===== config.mk =====
export PLATFORM = sky130hd
export DESIGN_NAME = gain_config_latch
export DESIGN_NICKNAME = d
export VERILOG_FILES = /design/src/gain_cfg_pkg.sv /design/src/gain_config_latch.sv /design/src/gain_decode.sv
export SDC_FILE = /design/constraint.sdc
export NUM_CORES = 1
export LEC_CHECK = 0
export BUFFER_PORTS_ARGS = -buffer_cell sky130_fd_sc_hd__clkbuf_2
export CORE_AREA = 2 2 65 91
export CTS_CLUSTER_DIAMETER = 40
export DETAILED_ROUTE_END_ITERATION = 10
export DIE_AREA = 0 0 67 93
export GPL_ROUTABILITY_DRIVEN = 0
export PLACE_DENSITY = 0.69
export SYNTH_ARGS = -nofsm -noshare
export SYNTH_HDL_FRONTEND = slang
export SYNTH_SLANG_ARGS = --single-unit

===== constraint.sdc =====
create_clock -name clk -period 2.8 [get_ports clk]
set_input_delay 0.42 -clock clk [delete_from_list [all_inputs] [get_ports clk]]
set_output_delay 0.42 -clock clk [all_outputs]
set_load 0.005 [all_outputs]

===== src/gain_cfg_pkg.sv =====
/*
  constants for the led current gain configuration latch.
  assumes a 16-bit serial shift register fed msb-first by the host link.
*/
// Overview of operation
// - latch bit 0 selects the current ratio: one gives fifteen, zero gives five.
// - latch bit 1 is the exponent, bits 2 to 7 the mantissa, bits 8 to 15 are ignored.
// - the mantissa is unsigned with bit 2 weighing thirty-two and bit 7 weighing one.
// - voltage gain is (1 + exponent) * (1 + mantissa/64) / 4, giving 128 settings.
// - exponent zero spans 1/4 to 127/256, exponent one spans 1/2 to 127/128, 64 steps each.
// - total gain is voltage gain times three to the power multiplier minus one, 1/12 to 127/128.
// - after power-up multiplier, exponent and mantissa bits are all one, gain about 0.992.
// - a latch strobe in special mode copies the shift register into the configuration latch.
// - the latch holds its value until power-off or a new special-mode strobe.
package gain_cfg_pkg;
  // ==========================================
  // latch layout
  localparam int cfg_width = 16;
  localparam int mult_bit = 0;
  localparam int exp_bit = 1;
  localparam int mant_lo = 2;
  localparam int mant_hi = 7;
  localparam int mant_width = 6;
  localparam logic [mant_width-1:0] mant_reset = 6'h3f;
  localparam logic [7:0] cfg_reset = 8'hff;
  // ==========================================
  // gain arithmetic, voltage gain in 1/256 units, current gain in 1/768 units
  localparam int volt_gain_width = 9;
  localparam int cur_gain_width = 10;
  localparam int gain_frac_bits = 8;
  localparam logic [cur_gain_width-1:0] mant_base = 10'h040;
  localparam logic [volt_gain_width-1:0] volt_gain_reset = 9'h0fe;
  localparam logic [cur_gain_width-1:0] cur_gain_reset = 10'h2fa;
  // ==========================================
  // current ratios
  localparam logic [3:0] ratio_high = 4'hf;
  localparam logic [3:0] ratio_low = 4'h5;
endpackage


===== src/gain_config_latch.sv =====
/*
  configuration latch of a serially loaded led sink driver.
  assumes serial clock, data and strobe arrive asynchronously to clk;
  special mode is decided by surrounding mode logic.
*/
`timescale 1ns/100ps
module gain_config_latch
  import gain_cfg_pkg::*;
(
  input wire logic clk,
  input wire logic nrst,
  input wire logic shift_clock_pin,
  input wire logic serial_data_in,
  input wire logic latch_strobe_pin,
  input wire logic special_mode,
  output logic serial_data_out,
  output logic current_range_multiplier,
  output logic gain_exponent_bit,
  output logic [mant_width-1:0] gain_mantissa,
  output logic [volt_gain_width-1:0] voltage_gain_factor,
  output logic [cur_gain_width-1:0] total_current_gain,
  output logic [3:0] current_ratio
);
  // ==========================================
  // positions of the pins in the synchroniser vector
  localparam int sync_pins = 4;
  localparam int sck_idx = 0;
  localparam int data_idx = 1;
  localparam int strobe_idx = 2;
  localparam int mode_idx = 3;

  // ==========================================
  // synchronisers, two flops per pin
  logic [sync_pins-1:0] pin_raw;
  logic [sync_pins-1:0] pin_meta;
  logic [sync_pins-1:0] pin_sync;
  assign pin_raw = {special_mode, latch_strobe_pin, serial_data_in, shift_clock_pin};

  always_ff @(posedge clk or negedge nrst) begin
    if (!nrst) begin
      pin_meta <= '0;
    end else begin
      pin_meta <= pin_raw;
    end
  end

  always_ff @(posedge clk or negedge nrst) begin
    if (!nrst) begin
      pin_sync <= '0;
    end else begin
      pin_sync <= pin_meta;
    end
  end

  logic data_bit;
  logic mode_level;
  assign data_bit = pin_sync[data_idx];
  assign mode_level = pin_sync[mode_idx];

  // ==========================================
  // edge detection, history resets to the idle low level
  logic sck_last;
  logic strobe_last;
  logic sck_rise;
  logic strobe_rise;

  always_ff @(posedge clk or negedge nrst) begin
    if (!nrst) begin
      sck_last <= 1'b0;
    end else begin
      sck_last <= pin_sync[sck_idx];
    end
  end

  always_ff @(posedge clk or negedge nrst) begin
    if (!nrst) begin
      strobe_last <= 1'b0;
    end else begin
      strobe_last <= pin_sync[strobe_idx];
    end
  end

  assign sck_rise = pin_sync[sck_idx] & ~sck_last;
  assign strobe_rise = pin_sync[strobe_idx] & ~strobe_last;

  // ==========================================
  // shift register, first bit ends at the top
  logic [cfg_width-1:0] shreg;
  logic [cfg_width-1:0] next_shreg;

  always_comb begin
    next_shreg = shreg;
    if (sck_rise) begin
      next_shreg = {shreg[cfg_width-2:0], data_bit};
    end
  end

  always_ff @(posedge clk or negedge nrst) begin
    if (!nrst) begin
      shreg <= '0;
    end else begin
      shreg <= next_shreg;
    end
  end

  // ==========================================
  // serial output, bit pushed out of the top
  logic next_serial_data_out;

  always_comb begin
    next_serial_data_out = serial_data_out;
    if (sck_rise) begin
      next_serial_data_out = shreg[cfg_width-1];
    end
  end

  always_ff @(posedge clk or negedge nrst) begin
    if (!nrst) begin
      serial_data_out <= 1'b0;
    end else begin
      serial_data_out <= next_serial_data_out;
    end
  end

  // ==========================================
  // configuration latch, upper byte dropped
  logic [mant_hi:0] cfg;
  logic [mant_hi:0] next_cfg;
  logic cfg_write;
  assign cfg_write = strobe_rise & mode_level;

  always_comb begin
    next_cfg = cfg;
    if (cfg_write) begin
      next_cfg = shreg[mant_hi:0];
    end
  end

  always_ff @(posedge clk or negedge nrst) begin
    if (!nrst) begin
      cfg <= cfg_reset;
    end else begin
      cfg <= next_cfg;
    end
  end

  // ==========================================
  // publish strobe, one cycle after the latch write
  logic publish;

  always_ff @(posedge clk or negedge nrst) begin
    if (!nrst) begin
      publish <= 1'b0;
    end else begin
      publish <= cfg_write;
    end
  end

  // ==========================================
  // field extraction and decode
  logic cfg_mult;
  logic cfg_expo;
  logic [mant_width-1:0] mant_rev;
  assign cfg_mult = cfg[mult_bit];
  assign cfg_expo = cfg[exp_bit];

  always_comb begin
    mant_rev = '0;
    for (int i = 0; i < mant_width; i++) begin
      mant_rev[i] = cfg[mant_hi - i];
    end
  end

  logic [volt_gain_width-1:0] volt_gain_c;
  logic [cur_gain_width-1:0] cur_gain_c;
  logic [3:0] ratio_c;

  gain_decode gain_decode_i (
    .mult(cfg_mult),
    .expo(cfg_expo),
    .mant(mant_rev),
    .volt_gain_x256(volt_gain_c),
    .cur_gain_x768(cur_gain_c),
    .ratio(ratio_c)
  );

  // ==========================================
  // registered outputs, moved only by a latch update
  always_ff @(posedge clk or negedge nrst) begin
    if (!nrst) begin
      current_range_multiplier <= cfg_reset[mult_bit];
    end else if (publish) begin
      current_range_multiplier <= cfg_mult;
    end
  end

  always_ff @(posedge clk or negedge nrst) begin
    if (!nrst) begin
      gain_exponent_bit <= cfg_reset[exp_bit];
    end else if (publish) begin
      gain_exponent_bit <= cfg_expo;
    end
  end

  always_ff @(posedge clk or negedge nrst) begin
    if (!nrst) begin
      gain_mantissa <= mant_reset;
    end else if (publish) begin
      gain_mantissa <= mant_rev;
    end
  end

  always_ff @(posedge clk or negedge nrst) begin
    if (!nrst) begin
      voltage_gain_factor <= volt_gain_reset;
    end else if (publish) begin
      voltage_gain_factor <= volt_gain_c;
    end
  end

  always_ff @(posedge clk or negedge nrst) begin
    if (!nrst) begin
      total_current_gain <= cur_gain_reset;
    end else if (publish) begin
      total_current_gain <= cur_gain_c;
    end
  end

  always_ff @(posedge clk or negedge nrst) begin
    if (!nrst) begin
      current_ratio <= ratio_high;
    end else if (publish) begin
      current_ratio <= ratio_c;
    end
  end
endmodule


===== src/gain_decode.sv =====
/*
  combinational gain decoder.
  assumes a stable 8-bit configuration code from the latch.
*/
`timescale 1ns/100ps
module gain_decode
  import gain_cfg_pkg::*;
(
  input wire logic mult,
  input wire logic expo,
  input wire logic [mant_width-1:0] mant,
  output logic [volt_gain_width-1:0] volt_gain_x256,
  output logic [cur_gain_width-1:0] cur_gain_x768,
  output logic [3:0] ratio
);
  // ==========================================
  // voltage gain: (1+exponent)(64+mantissa)/256
  logic [cur_gain_width-1:0] base;
  always_comb begin
    base = mant_base + {4'h0, mant};
    volt_gain_x256 = expo ? base[volt_gain_width-1:0] << 1 : base[volt_gain_width-1:0];
    // total gain in 1/768 units: multiplier one times 3, zero times 1
    cur_gain_x768 = mult ? cur_gain_width'(3 * volt_gain_x256) : {1'b0, volt_gain_x256};
    ratio = mult ? ratio_high : ratio_low;
  end
endmodule


==> run metrics <==
1st-iter DRT viols 92; Yosys cell types 39; Warnings, synthesis 0; post-CTS setup buffers 0; WP data arrival 2.84 ns; Routed Antenna Nets 0; critical path's most frequent cell inv_1; die area 6231 sq um; Int Power 2.204 mW; Post-synth top cells 31 x dfrtp_1, 29 x dfstp_2, 29 x nand2_1, 26 x mux2_2, 16 x nor2_1; Slowest cell on crit path dfstp_2; Final setup violation count 0; Final Hold Slack 0.08155 ns; clock sinks 60; Yosys top cell area share 29.64%; initial antenna violation count 0; MaxCap Viol Count 0; CTS Buf Count 9; Max Freq 0.3914 GHz; vias in the first global route 1,634; peak supply drop 669.8 uV; register area share after synthesis 58.75%; via count 1,675; first-pass detailed-route iteration total 4; Hold Vio Cnt, Final 0; DR vias/cell 5.045; root buffer cell clkbuf_8; Inst Count DP 316; CTS tree yes; net switching power 1.002 mW; PwrDens 1055 nW/um^2; Synth area leaders dfrtp_1 30%, dfstp_2 29%, mux2_2 11%, nand2_1 4.2%, ha_1 2.9%; sequential power share 45.5%; Syn Area/Cell 11.69 sq um; I/O Pins 38; startpoint types flip-flop; DRC errors left 0; switch share 31.26%; largest net degree at the start of global routing 61; first-pass GRT wire length 7403 um; combinational share of power 29.9%; post-cts sizing count 0; CP Capture Type flip-flop; # nets final 272; Crit path max-delay family flip-flops; Post-Syn Area 2618 sq um; cells along the critical path mux2i_1 > inv_1 > ha_1 > inv_1 > fa_1 > nor2b_1 > o31ai_1 > a21oi_1 > or3_1 > nand3_1; Total Power Consumption 3.207 mW; Hold-fix buffers, CTS 0; htree depth 3; fin crit period 2.555 ns; clock group share of total power 24.6%; fraction of registers with async set/reset 100.0%; Filler Cells Inserted 497; Top FF cell, synth dfrtp_1; synth-to-layout area growth 16.16%; Core Region 5445 sq um; IO Port Bufs 34; clk slew on worst S/H paths 0.07 ns; Tcrit/Tclk final 91.26%; Post-synth EDFFs 0; setup_tns 0 ns; GRT overflow 0; Starting Density 48.07%; worst-path maximum fanout 14; HP Class in2async; Crit path largest cell delay 0.71 ns; # diodes 0; Core Rows 32; top-count cell post-synth dfrtp_1; pins over their slew limit 0; Die Ht 93 um; DP HPWL 2980 um; mean routed wirelength per cell 13.55 um; CP required 3.09 ns; Max Buffers Root-to-Sink 2; status finished clean; Clock Skew 0.006098 ns; share of cells above drive strength 1 42.42%; Skew-Pair Late Insertion Delay 0.34 ns; final core occ 55.84%; Synth Instances 224; Tot GR Track Use 16.37%; Buf+Inv Stages, Crit Path 2; synthesized flop and latch total 60; R2R setup slack 0.24 ns; WL final 4499 um; LEAKAGE 1.427 nW; critical path class reg2reg; Yosys top cell by area dfrtp_1; chip width 67 um; unrepaired setup endpoints after global routing false; non-filler cells, final 332
==> metal layers <==
layer / share of wire, % / global-route usage [%]
met5: 0 / 0
met2: 50 / 25.33
met3: 4.3 / 4.332
met4: 3.4 / 11.73
met1: 43 / 19.23
==> final cells by class <==
type / instances / area (sq um) / share of cell area (%)
clock buffers: 12 / 155.1 / 5.103
clock inverters: 4 / 47.55 / 1.564
inverters: 13 / 48.80 / 1.605
multi-input cells: 135 / 938.4 / 30.86
flip-flops and latches: 60 / 1538 / 50.58
well taps: 68 / 85.08 / 2.798
repair buffers: 40 / 227.7 / 7.490
==> power by group through the flow <==
stage          Sequential [mW]  Combinational (mW)  Clock (mW)
6_report                  1.46               0.960       0.789
5_1_grt                   1.50                1.09       0.850
2_1_floorplan             1.41               0.685           0
4_1_cts                   1.46               0.969       0.809
3_3_place_gp              1.47               0.949           0
3_5_place_dp              1.48               0.963           0
==> cell usage in the layout, fill, tap and decap left out, types with 5 or more instances in the layout <==
cell / synthesis / routed
clkbuf_2: 0 / 34
dfrtp_1: 31 / 31
nand2_1: 29 / 29
dfstp_2: 29 / 29
mux2_2: 26 / 26
nor2_1: 16 / 16
inv_1: 12 / 12
a21oi_1: 11 / 11
clkbuf_8: 0 / 11
o21ai_0: 6 / 6
ha_1: 6 / 6
mux2i_1: 5 / 5
buf_4: 7 / 5
==> through the flow <==
step	setup slack [ns]	cell area, sq um
finish	0.2448	3040
global route	0.04374	3040
CTS	0.2387	3040
detailed placement	0.2584	2838
global placement	0.3666	2838
floorplan	0.3630	2621
==> flip-flops by register name (all words and copies together) (netlist names) <==
name / flops
pin_meta: 4
publish: 1
gain_mantissa: 6
cfg: 8
voltage_gain_factor: 7
current_ratio: 1
sck_last: 1
strobe_last: 1
total_current_gain: 10
shreg: 16
serial_data_out: 1
pin_sync: 4
==> path summary, 6_finish.rpt <==
path / cells past startpoint / end / start
worst min register to register: 0 / pin_sync[3]$_DFF_PN0_ / pin_meta[3]$_DFF_PN0_
worst max-delay path: 10 / total_current_gain[7]$_DFFE_PN1P_ / cfg[1]$_DFFE_PN1P_
min in group clk: 1 / pin_meta[2]$_DFF_PN0_ / latch_strobe_pin
worst max register to register: 10 / total_current_gain[7]$_DFFE_PN1P_ / cfg[1]$_DFFE_PN1P_
worst min-delay path: 2 / total_current_gain[8]$_DFFE_PN0P_ / nrst
max in group asynchronous: 2 / total_current_gain[6]$_DFFE_PN1P_ / nrst
==> cells by family after synthesis <==
family / after synthesis / share of synthesized area (%)
buf+inv: 30 / 5.545
xor+xnor: 2 / 0.6693
other cells: 2 / 0.2869
simple gates: 61 / 10.32
mux: 31 / 13.10
flops: 60 / 58.75
compound gates: 31 / 7.696
fa+ha+maj: 7 / 3.633
(Power assumes the default switching activity.)
